**src/rtl/snf_defines.vh**
```
// Constants for the serial NAND command front end
`ifndef SNF_DEFINES_VH
`define SNF_DEFINES_VH
// Opcodes
`define SNF_OP_SET_WRITE_LATCH_CMD_SET 8'h06
`define SNF_OP_SET_WRITE_LATCH_CMD_CLR 8'h04
`define SNF_OP_GET_FEAT 8'h0f
`define SNF_OP_SET_FEAT 8'h1f
`define SNF_OP_RESET 8'hff
`define SNF_OP_PAGE_READ 8'h13
`define SNF_OP_PROG_EXEC 8'h10
`define SNF_OP_BLOCK_ERASE 8'hd8
`define SNF_OP_RD_CACHE_X4 8'h6b
`define SNF_OP_RD_CACHE_QIO 8'heb
`define SNF_OP_PROG_LOAD_X4 8'h32
`define SNF_OP_RAND_LOAD 8'h84
`define SNF_OP_RAND_LOAD_X4A 8'hc4
`define SNF_OP_RAND_LOAD_X4B 8'h34
// Feature addresses
`define SNF_ADDR_PROT 8'ha0
`define SNF_ADDR_CFG 8'hb0
`define SNF_ADDR_STAT 8'hc0
`define SNF_ADDR_DRV 8'hd0
// Writable bit masks (reserved bits read zero)
`define SNF_PROT_MASK 8'hbe
`define SNF_PROT_LOCK_MASK 8'h3e
`define SNF_CFG_MASK 8'hd1
`define SNF_DRV_MASK 8'h60
// Field positions
`define SNF_PROT_WD_BIT 7
`define SNF_CFG_OTP_LOCK_BIT 7
`define SNF_CFG_QE_BIT 0
// Reset values
`define SNF_PROT_RST 8'h00
`define SNF_CFG_RST 8'h00
`define SNF_DRV_RST 8'h00
// Busy time of a stand-in array operation, in ns and cycles
`define SNF_BUSY_NS 2000
`define SNF_BUSY_CYC (`SNF_BUSY_NS / 10)
`endif

```
**src/rtl/snf_front_end.v**
```verilog
// Serial NAND command front end with feature and status registers
//
// Operation
// - Hold honoured only when quad enable clear
// - Hold pauses link, array operation continues
// - Hold starts on hold fall, clock low
// - Hold ends on hold rise, clock low
// - During hold output floats, inputs ignored
// - Chip select high during hold resets interface
// - Protect lock with pin low freezes bits
// - Opcode 06 sets latch; needed for program and erase
// - Opcode 04 or write completion clears latch
// - Reset command clears write latch
// - 0F reads, 1F writes feature register
// - Status register read only
// - Feature settings survive reset command
// - Quad commands need quad enable set
// - Set feature accepts optional dummy byte
// - Configuration volatile, one-time lock held only until reset
// - Get feature refreshes byte until deselect
// - Reset while busy aborts operation
// - Reset while idle clears fail, ECC bits
// - Random loads only inside data move
// - Sample on rising, shift on falling edge
`timescale 1ns/1ns
`include "snf_defines.vh"
module snf_front_end (
  // Clock and reset
  input wire core_clk_i,
  input wire resetn_i,
  // Serial link pins
  input wire cs_n_i,
  input wire sclk_i,
  input wire sio0_i,
  input wire wp_n_i,
  input wire hold_n_i,
  output reg so_o,
  output reg so_oe_o,
  // Array core status
  input wire prog_fail_i,
  input wire erase_fail_i,
  input wire [2:0] ecc_result_i,
  input wire ecc_result_vld_i,
  // Array operation strobes
  output reg op_start_o,
  output reg [7:0] op_code_o,
  output reg op_abort_o,
  output reg busy_o,
  output reg quad_en_o,
  output reg quad_cmd_ok_o
);
  // Link state machine codes
  localparam ST_OPC = 3'd0;
  localparam ST_ADDR = 3'd1;
  localparam ST_DATA = 3'd2;
  localparam ST_GETOUT = 3'd3;
  localparam ST_ARG = 3'd4;
  localparam ST_IGNORE = 3'd5;

  localparam integer BUSY_CYC_I = `SNF_BUSY_CYC;
  localparam [7:0] BUSY_CYC = BUSY_CYC_I[7:0];

  // Synchronised pins
  wire cs_n_s;
  wire sclk_s;
  wire sio0_s;
  wire wp_n_s;
  wire hold_n_s;

  snf_sync2 u_cs (.core_clk_i(core_clk_i), .resetn_i(resetn_i),
    .async_i(cs_n_i), .sync_o(cs_n_s));
  snf_sync2 u_sclk (.core_clk_i(core_clk_i), .resetn_i(resetn_i),
    .async_i(sclk_i), .sync_o(sclk_s));
  snf_sync2 u_sio0 (.core_clk_i(core_clk_i), .resetn_i(resetn_i),
    .async_i(sio0_i), .sync_o(sio0_s));
  snf_sync2 u_wp (.core_clk_i(core_clk_i), .resetn_i(resetn_i),
    .async_i(wp_n_i), .sync_o(wp_n_s));
  snf_sync2 u_hold (.core_clk_i(core_clk_i), .resetn_i(resetn_i),
    .async_i(hold_n_i), .sync_o(hold_n_s));

  reg sclk_d_r;
  reg hold_d_r;
  reg hold_act_r;
  reg hold_entry_r;
  reg hold_exit_r;
  reg [2:0] state_r;
  reg [2:0] bit_cnt_r;
  reg [7:0] shift_r;
  reg [7:0] opcode_r;
  reg [7:0] faddr_r;
  reg [7:0] out_r;
  reg [7:0] arg_cnt_r;
  reg [7:0] prot_r;
  reg [7:0] cfg_r;
  reg [7:0] drv_r;
  reg wel_r;
  reg pfail_r;
  reg efail_r;
  reg [2:0] ecc_r;
  reg [7:0] busy_cnt_r;
  reg move_ok_r;

  // Feature register read mux, reserved bits zero
  function [7:0] feat_read;
    input [7:0] a;
    input [7:0] p;
    input [7:0] c;
    input [7:0] st;
    input [7:0] d;
    begin
      case (a)
        `SNF_ADDR_PROT: feat_read = p & `SNF_PROT_MASK;
        `SNF_ADDR_CFG: feat_read = c & `SNF_CFG_MASK;
        `SNF_ADDR_STAT: feat_read = st;
        `SNF_ADDR_DRV: feat_read = d & `SNF_DRV_MASK;
        default: feat_read = 8'h00;
      endcase
    end
  endfunction

  // Array commands that need the latch and clear it when done
  function needs_wel;
    input [7:0] op;
    begin
      needs_wel = (op == `SNF_OP_PROG_EXEC) ||
        (op == `SNF_OP_BLOCK_ERASE);
    end
  endfunction

  wire [7:0] status_w = {1'b0, ecc_r, pfail_r, efail_r, wel_r, busy_o};
  wire sclk_rise = sclk_s & ~sclk_d_r;
  wire sclk_fall = ~sclk_s & sclk_d_r;
  wire hold_en = ~cfg_r[`SNF_CFG_QE_BIT];
  wire link_run = ~cs_n_s & ~hold_act_r;
  wire [7:0] byte_in = {shift_r[6:0], sio0_s};
  wire byte_done = link_run & sclk_rise & (bit_cnt_r == 3'd7);
  wire prot_locked = prot_r[`SNF_PROT_WD_BIT] & ~wp_n_s;

  // Hold entry and exit, deferred while the clock is high
  always @(posedge core_clk_i) begin
    if (!resetn_i) begin
      sclk_d_r <= 1'b0;
      hold_d_r <= 1'b1;
      hold_act_r <= 1'b0;
      hold_entry_r <= 1'b0;
      hold_exit_r <= 1'b0;
    end else begin
      sclk_d_r <= sclk_s;
      hold_d_r <= hold_n_s;
      if (cs_n_s || !hold_en) begin
        // Deselect drops hold so a new frame starts clean
        hold_act_r <= 1'b0;
        hold_entry_r <= 1'b0;
        hold_exit_r <= 1'b0;
      end else begin
        if (hold_d_r && !hold_n_s)
          hold_entry_r <= 1'b1;
        if (!hold_d_r && hold_n_s)
          hold_exit_r <= 1'b1;
        if (hold_entry_r && !sclk_s) begin
          hold_act_r <= 1'b1;
          hold_entry_r <= 1'b0;
        end
        if (hold_exit_r && !sclk_s && !hold_entry_r) begin
          hold_act_r <= 1'b0;
          hold_exit_r <= 1'b0;
        end
      end
    end
  end

  // Command decode, feature access, write latch and busy timer
  always @(posedge core_clk_i) begin
    if (!resetn_i) begin
      state_r <= ST_OPC;
      bit_cnt_r <= 3'd0;
      shift_r <= 8'h00;
      opcode_r <= 8'h00;
      faddr_r <= 8'h00;
      out_r <= 8'h00;
      arg_cnt_r <= 8'h00;
      prot_r <= `SNF_PROT_RST;
      cfg_r <= `SNF_CFG_RST;
      drv_r <= `SNF_DRV_RST;
      wel_r <= 1'b0;
      pfail_r <= 1'b0;
      efail_r <= 1'b0;
      ecc_r <= 3'd0;
      busy_cnt_r <= 8'h00;
      busy_o <= 1'b0;
      move_ok_r <= 1'b0;
      op_start_o <= 1'b0;
      op_code_o <= 8'h00;
      op_abort_o <= 1'b0;
      so_o <= 1'b0;
      so_oe_o <= 1'b0;
      quad_en_o <= 1'b0;
      quad_cmd_ok_o <= 1'b0;
    end else begin
      op_start_o <= 1'b0;
      op_abort_o <= 1'b0;
      quad_en_o <= cfg_r[`SNF_CFG_QE_BIT];
      if (busy_o) begin
        if (busy_cnt_r == 8'h01) begin
          busy_o <= 1'b0;
          if (needs_wel(op_code_o))
            wel_r <= 1'b0;
        end
        busy_cnt_r <= busy_cnt_r - 8'h01;
      end
      if (cs_n_s) begin
        // Deselect ends any frame and resets the link logic
        state_r <= ST_OPC;
        bit_cnt_r <= 3'd0;
        so_oe_o <= 1'b0;
        quad_cmd_ok_o <= 1'b0;
      end else if (hold_act_r) begin
        so_oe_o <= 1'b0;
      end else begin
        if (state_r == ST_GETOUT) begin
          so_oe_o <= 1'b1;
          if (sclk_fall) begin
            // Shift on falling edge, reload live value each byte
            so_o <= out_r[7];
            if (bit_cnt_r == 3'd7)
              out_r <= feat_read(faddr_r, prot_r, cfg_r, status_w,
                drv_r);
            else
              out_r <= {out_r[6:0], 1'b0};
            bit_cnt_r <= bit_cnt_r + 3'd1;
          end
        end else if (sclk_rise) begin
          shift_r <= byte_in;
          bit_cnt_r <= bit_cnt_r + 3'd1;
        end
        if (byte_done && state_r != ST_GETOUT) begin
          case (state_r)
            ST_OPC: begin
              opcode_r <= byte_in;
              state_r <= ST_IGNORE;
              case (byte_in)
                `SNF_OP_SET_WRITE_LATCH_CMD_SET: wel_r <= 1'b1;
                `SNF_OP_SET_WRITE_LATCH_CMD_CLR: wel_r <= 1'b0;
                `SNF_OP_GET_FEAT: state_r <= ST_ADDR;
                `SNF_OP_SET_FEAT: state_r <= ST_ADDR;
                `SNF_OP_RESET: begin
                  wel_r <= 1'b0;
                  move_ok_r <= 1'b0;
                  if (busy_o) begin
                    busy_o <= 1'b0;
                    busy_cnt_r <= 8'h00;
                    op_abort_o <= 1'b1;
                  end else begin
                    pfail_r <= 1'b0;
                    efail_r <= 1'b0;
                    ecc_r <= 3'd0;
                  end
                end
                `SNF_OP_RD_CACHE_X4, `SNF_OP_RD_CACHE_QIO,
                `SNF_OP_PROG_LOAD_X4:
                  quad_cmd_ok_o <= cfg_r[`SNF_CFG_QE_BIT];
                `SNF_OP_RAND_LOAD:
                  quad_cmd_ok_o <= 1'b0;
                `SNF_OP_RAND_LOAD_X4A, `SNF_OP_RAND_LOAD_X4B:
                  quad_cmd_ok_o <= cfg_r[`SNF_CFG_QE_BIT] &
                    move_ok_r;
                `SNF_OP_PAGE_READ, `SNF_OP_PROG_EXEC,
                `SNF_OP_BLOCK_ERASE: begin
                  state_r <= ST_ARG;
                  arg_cnt_r <= 8'h00;
                end
                default: state_r <= ST_IGNORE;
              endcase
            end
            ST_ARG: begin
              // Three address bytes then launch
              arg_cnt_r <= arg_cnt_r + 8'h01;
              if (arg_cnt_r == 8'h02) begin
                state_r <= ST_IGNORE;
                if (!busy_o && (!needs_wel(opcode_r) || wel_r)) begin
                  op_start_o <= 1'b1;
                  op_code_o <= opcode_r;
                  busy_o <= 1'b1;
                  busy_cnt_r <= BUSY_CYC;
                  // Data move window opens after a page read
                  move_ok_r <= (opcode_r == `SNF_OP_PAGE_READ);
                end
              end
            end
            ST_ADDR: begin
              faddr_r <= byte_in;
              if (opcode_r == `SNF_OP_GET_FEAT) begin
                state_r <= ST_GETOUT;
                out_r <= feat_read(byte_in, prot_r, cfg_r, status_w,
                  drv_r);
              end else begin
                state_r <= ST_DATA;
              end
            end
            ST_DATA: begin
              // Trailing optional dummy byte is ignored
              state_r <= ST_IGNORE;
              case (faddr_r)
                `SNF_ADDR_PROT: begin
                  if (prot_locked)
                    prot_r <= (prot_r & `SNF_PROT_LOCK_MASK) |
                      (byte_in & ~`SNF_PROT_LOCK_MASK & `SNF_PROT_MASK);
                  else
                    prot_r <= byte_in & `SNF_PROT_MASK;
                end
                `SNF_ADDR_CFG: begin
                  // One-time lock can only be set by a write; only reset clears it
                  cfg_r <= (byte_in & `SNF_CFG_MASK) |
                    (cfg_r & 8'h80);
                end
                `SNF_ADDR_DRV: drv_r <= byte_in & `SNF_DRV_MASK;
                default: cfg_r <= cfg_r;
              endcase
            end
            default: state_r <= ST_IGNORE;
          endcase
          // Random load outside a data move is dropped
          if (state_r == ST_OPC && byte_in == `SNF_OP_RAND_LOAD &&
              move_ok_r) begin
            op_start_o <= 1'b1;
            op_code_o <= byte_in;
          end
        end
      end
      // Result capture last: a new result beats a same-cycle reset clear
      if (ecc_result_vld_i) begin
        pfail_r <= prog_fail_i;
        efail_r <= erase_fail_i;
        ecc_r <= ecc_result_i;
      end
    end
  end
endmodule

```
**src/rtl/snf_sync2.v**
```verilog
// Two-flop synchroniser for one pin input
`timescale 1ns/1ns
module snf_sync2 (
  // Clock and reset
  input wire core_clk_i,
  input wire resetn_i,
  // Async level in, synchronised level out
  input wire async_i,
  output wire sync_o
);
  reg meta_r;
  reg sync_r;

  // First flop feeds only the second
  always @(posedge core_clk_i) begin
    if (!resetn_i) begin
      meta_r <= 1'b1;
      sync_r <= 1'b1;
    end else begin
      meta_r <= async_i;
      sync_r <= meta_r;
    end
  end

  assign sync_o = sync_r;
endmodule

```
**config.mk**
```make
export PLATFORM = sky130hd
export DESIGN_NAME = snf_front_end
export DESIGN_NICKNAME = d
export VERILOG_FILES = /design/src/rtl/snf_front_end.v /design/src/rtl/snf_sync2.v
export VERILOG_INCLUDE_DIRS = /design/src /design/src/rtl
export SDC_FILE = /design/constraint.sdc
export NUM_CORES = 1
export LEC_CHECK = 0
export ABC_AREA = 1
export BUFFER_PORTS_ARGS = -buffer_cell sky130_fd_sc_hd__clkbuf_2
export CAP_MARGIN = 20
export CORE_UTILIZATION = 60
export CTS_CLUSTER_DIAMETER = 30
export DETAILED_ROUTE_END_ITERATION = 7
export HOLD_SLACK_MARGIN = 0.15
export PLACE_DENSITY = 0.86
export RECOVER_POWER = 100
export SLEW_MARGIN = 25
export SYNTH_ARGS = -nofsm -noshare
export SYNTH_HDL_FRONTEND = slang
export SYNTH_SLANG_ARGS = --single-unit
```
**constraint.sdc**
```tcl
create_clock -name core_clk_i -period 2.4 [get_ports core_clk_i]
set_input_delay 0.48 -clock core_clk_i [delete_from_list [all_inputs] [get_ports core_clk_i]]
set_output_delay 0.48 -clock core_clk_i [all_outputs]
set_load 0.02 [all_outputs]
```
; ---- Yosys cells after proc, flatten, opt, wreduce, memory -nomap -nowiden
; Cells that the tools add are included.
[totals]
regBits = 108
out_inout_bits = 15
elab_cells = 234
[op_classes]
add_sub_neg = 3
n_eq_ne = 44
muxes = 74
bitwise = 19
reduce_logical = 55
[ops]
columns = operator, count
row1 = 2-to-1 mux 8 bit, 20
row2 = "equality test 8 bit, second input constant", 15
row3 = case mux 8 bit (4 select lines), 2
row4 = "equality test 8 x 5 -> 1 bit, second input constant", 6
row5 = 2-to-1 mux 1 bit, 33
row6 = 2-to-1 mux 3 bit, 11
row7 = case mux 8 bit (2 select lines), 2
row8 = AND reduction 4 bit, 5
row9 = AND reduction 5 bit, 4
row10 = "equality test 8 x 3 -> 1 bit, second input constant", 2
row11 = "equality test 8 x 4 -> 1 bit, second input constant", 2
row12 = "equality test 8 x 6 -> 1 bit, second input constant", 2
row13 = nonzero test 2 bit, 8
row14 = OR reduction 3 bit, 5
row15 = "!= test 2 bit, second input constant", 6
row16 = AND reduction 6 bit, 2
row17 = NOT 1 bit, 10
row18 = logical AND 1 bit, 9
row19 = case mux 3 bit (3 select lines), 1
row20 = "adder 8 x 1 -> 8 bit, second input constant", 1
row21 = "equality test 8 x 1 -> 1 bit, second input constant", 1
row22 = "equality test 8 x 2 -> 1 bit, second input constant", 1
row23 = "equality test 8 x 7 -> 1 bit, second input constant", 1
row24 = OR 6 x 8 -> 8 bit, 1
row25 = other kinds (22), 45

; ---- Depth between registers and ports, before layout
[logic_depth]
ltp_word = 11
mapped_depth = 12
mapped_depth_nobuf = 11

; ---- Cells and area by module
; Synthesis repeated with hierarchy kept, for this count alone.
[hier_totals]
cells_unflattened = 787
hier_area_um2 = 5218.8
[modules_own_cells]
columns = mod, instances, cells_per_inst, area_per_inst_um2
row1 = snf_front_end, 1, 757, 4943.5
row2 = snf_sync2, 5, 6, 55.1

; ---- Worst setup path after synthesis
; No wires, ideal clock.
[synth_path]
kind = register -> register
from = register bit_cnt_r[0]
to = register arg_cnt_r[4]
setup_ps = 115
t_arrival_ps = 1683
required_time_ps = 2285
setup_slack_ps = 601
path_stages_with_launch = 12
n_path_buf = 1
period_less_slack_ps = 1799
path_cell_list = dfxtp_1 ha_1 ha_1 buf_2 inv_1 nor2_4 nand2_1 inv_2 nand2_2 nor2_1 or2_1 and3_1
[synth_between]
elab_chain_len = 4
[synth_rtl]
columns = element, line
row1 = "start, declared", snf_front_end.v:87  ; reg [2:0] bit_cnt_r;
row2 = "start signal, assigned", snf_front_end.v:230  ; bit_cnt_r <= bit_cnt_r + 3'd1;
row3 = "start signal, assigned", snf_front_end.v:234  ; bit_cnt_r <= bit_cnt_r + 3'd1;
row4 = equality test 3 bit, snf_front_end.v:136  ; wire byte_done = link_run & sclk_rise & (bit_cnt_r == 3'd7);
row5 = AND 1 bit, snf_front_end.v:136
row6 = logical AND 1 bit, snf_front_end.v:236  ; if (byte_done && state_r != ST_GETOUT) begin
row7 = AND reduction 5 bit (no line), n/a
row8 = "end signal, assigned", snf_front_end.v:277  ; arg_cnt_r <= arg_cnt_r + 8'h01;
row9 = "end, declared", snf_front_end.v:92  ; reg [7:0] arg_cnt_r;
; Every way passes these cells.
; A chain may end at the register's enable or synchronous reset.

; ---- Final worst setup path
[layout_path]
from = register u_sio0.sync_r, in the netlist u_sio0.sync_o
to = register efail_r
[layout_between]
elab_chain_len = 3
[layout_rtl]
columns = element, line
row1 = "start, declared", snf_sync2.v:12  ; reg sync_r;
row2 = "start signal, assigned", snf_sync2.v:21  ; sync_r <= meta_r;
row3 = equality test 8 bit, snf_front_end.v:241  ; case (byte_in)
row4 = nonzero test 2 bit (no line), n/a
row5 = AND reduction 6 bit (no line), n/a
row6 = "end signal, assigned", snf_front_end.v:333  ; efail_r <= erase_fail_i;
row7 = "end, declared", snf_front_end.v:98  ; reg efail_r;
; Every way passes these cells.

==> impl_metrics.ini <==
[status]
run_status = completed

[clock_tree]
cts_resized = 0
clockBufferDepth = 2
cts_root_buf = clkbuf_8
cts_buffers = 9
post_cts_buffers = 0
cts_sinks = 102
h-tree-depth = 3
path_clk_slew_ns = 0.10
insertion_delay_ns = 0.37
hold_buffers = 0
cts_tree = built

[logic_synthesis]
yosys_warnings = 0
avgSynthCellArea_um2 = 6.84
synth-seq-cells = 102
netlist_top_cells_area = dfxtp_1 41%, nand2_1 11%, a21oi_1 8.6%
synthFlopType = dfxtp_1
netlist_instances = 733
yosysSeqAreaShare_pct = 40.7
syn_area_um2 = 5020
synth_nets = 753
async_reset_ff_share_pct = 0
synthDistinctLibCells = 39
synth_top_area_cell = dfxtp_1
synth-edff-count = 0
yosysTopAreaCellShare_pct = 40.7

[finish]
fin_util_pct = 68.4
fin_nets = 777
area_delta_synth_final_pct = 7.61
fill_cells = 703
final_common_cell = nand2_1
fin_area_um2 = 5400
drive_gt1_share_pct = 8.01
antenna_cells = 0
final_cell_mix = 149 x nand2_1, 102 x dfxtp_1, 87 x a21oi_1, 85 x nor2_1, 69 x inv_1

[critical_path]
worstPathMaxFanout = 6
cp-end-kind = flop
crit_type = reg2reg
r2r_cells = 7
r2r_slack_ns = 0.25
crit_path_start_kind = flop
cp.required_ns = 2.62
cp_data_arrival_time_ns = 2.36
reg2reg_from = u_sio0.sync_o
r2r_end = efail_r

[routing]
viasPerCell = 5.78
wire_per_inst_um = 14.7
drc = 0
via_count = 4990
drtIter0Drc = 302
finalWirelength_um = 12700
dr.pass1.iters = 5
final_antenna_net_count = 0

[sta]
min_period_ns = 2.15
slew-limit-headroom_pct = 39.0
final_hold_viol_count = 0
period_share_pct = 89.4
finalSetupViolCount = 0
fin_worst_skew_ns = 0.0127
slew_violations = 0
rsz0062_at_grt = no
tns_ns = 0
fmax_mhz = 466
worstMarginPinSlew_ns = 0.915

[hold_path]
hp-class = in2reg
hp-start = hold_n_i
hold_end = u_hold.meta_r
hold_path_depth = 2

[power_and_ir_drop]
vdd_drop_max_mv = 0.460
powerDensity_nw_per_um2 = 547
power.leakage_nw = 2.19
finalPower_mw = 2.95

[grt]
antenna_found_initial = 0
grt_overflow = 0
grt_busiest_layer = met2
grt_pass1_wl_um = 21200
grt_use_met1_pct = 37.6
grt_use_met3_pct = 6.34
grt_pass1_vias = 4626
grt_max_degree = 52
use_met2_pct = 53.2
grt_usage_pct = 30.8

[floorplan]
core_um2 = 7890
fp.dieW_um = 93.4
io_pins = 28
die_h_um = 93.4
rows = 32
start_util_pct = 63.6
fp.dieArea_um2 = 8730

[placed_design]
place_hpwl_um = 9100
gp_congestion = 0.953
place.port_buffers = 27
place_area_um2 = 5240

[flow_run]
cap_violations = 0
cells by family (layout without fill, tap and decap cells):
| kind of cell | after synthesis | in the layout | synth area share [%] |
|---|---|---|---|
| adders and majority gates | 7 | 7 | 1.75 |
| buffers and inverters | 98 | 127 | 7.63 |
| AOI/OAI and AO/OA | 165 | 165 | 17.3 |
| xor gates and xnor gates | 8 | 8 | 1.40 |
| DFF | 102 | 102 | 40.7 |
| and+or+nand+nor | 353 | 353 | 31.2 |
area by class of cell:
type / instances / area, µm² / area share, %
Sequential cell: 102 / 2040 / 37.8
Inverter: 76 / 285 / 5.28
Timing Repair Buffer: 35 / 161 / 2.99
Clock inverter: 6 / 73.8 / 1.37
Multi-Input combinational cell: 533 / 2580 / 47.8
Tap cell: 102 / 128 / 2.36
Clock buffer: 10 / 128 / 2.36
flip-flops by register name (all words and copies together) (netlist names), 2 cells and up:
| name | count |
|---|---|
| faddr_r | 8 |
| busy_cnt_r | 8 |
| prot_r | 6 |
| op_code_o | 8 |
| arg_cnt_r | 8 |
| shift_r | 7 |
| bit_cnt_r | 3 |
| state_r | 3 |
| opcode_r | 8 |
| out_r | 8 |
| cfg_r | 4 |
| ecc_r | 3 |
| drv_r | 2 |
worst max path at each step:
stage | to | cells after the start | from
4_1_cts | arg_cnt_r[4] | 10 | bit_cnt_r[0]
6_report | efail_r | 7 | u_sio0.sync_o
3_5_place_dp | arg_cnt_r[4] | 10 | bit_cnt_r[0]
3_3_place_gp | arg_cnt_r[4] | 10 | bit_cnt_r[0]
5_1_grt | wel_r | 9 | bit_cnt_r[0]
2_1_floorplan | arg_cnt_r[4] | 11 | bit_cnt_r[0]
cells in the mapped netlist, types with 2 or more instances:
cell      count
or2_2        13
a21oi_1      86
clkbuf_1     12
nor4_1        3
nor3_1       14
nor2_4        2
o21ai_1       4
ha_1          7
nor2_1       85
nand4_1      13
o211ai_1      6
dfxtp_1     102
nand3_2       4
o21ai_0      59
nand2_2       2
nand3_1      60
nor2_2        2
nand2_1     148
nor3_2        2
xor2_1        7
clkinv_1      3
inv_2         5
inv_1        68
a31oi_1       3
buf_2         9
critical path, cell delays in order (launching register included):
cell	delay, ns
dfxtp_1	0.53
nand2_1	0.15
nor3_1	0.28
nand3_1	0.20
nor2_1	0.31
nand3_1	0.31
nand3_1	0.16
a21oi_1	0.07
metal layers:
layer  wire length, µm  share of wire, %  vias to the layer above
li1                  -                 -                     2484
met1              5400                43                     2310
met2              6210                49                      165
met3               733               5.8                       31
met4               323               2.6                        0
met5                 0                 0                        -
where the power goes:
part	switching, mW	internal [mW]	leakage [nW]
clock network	0.613	0.502	0.103
registers	0.0180	1.71	0.826
logic	0.0748	0.0343	1.26
through the flow:
step	hold slack (ns)	std cells	setup slack, ns
after CTS	0.284	864	0.275
after global placement	0.393	848	0.407
after floorplan	0.393	733	0.601
after global routing	0.279	864	0.0446
final	0.293	864	0.253
after detailed placement	0.397	848	0.286
No activity file was read; power rests on OpenSTA's default activity.
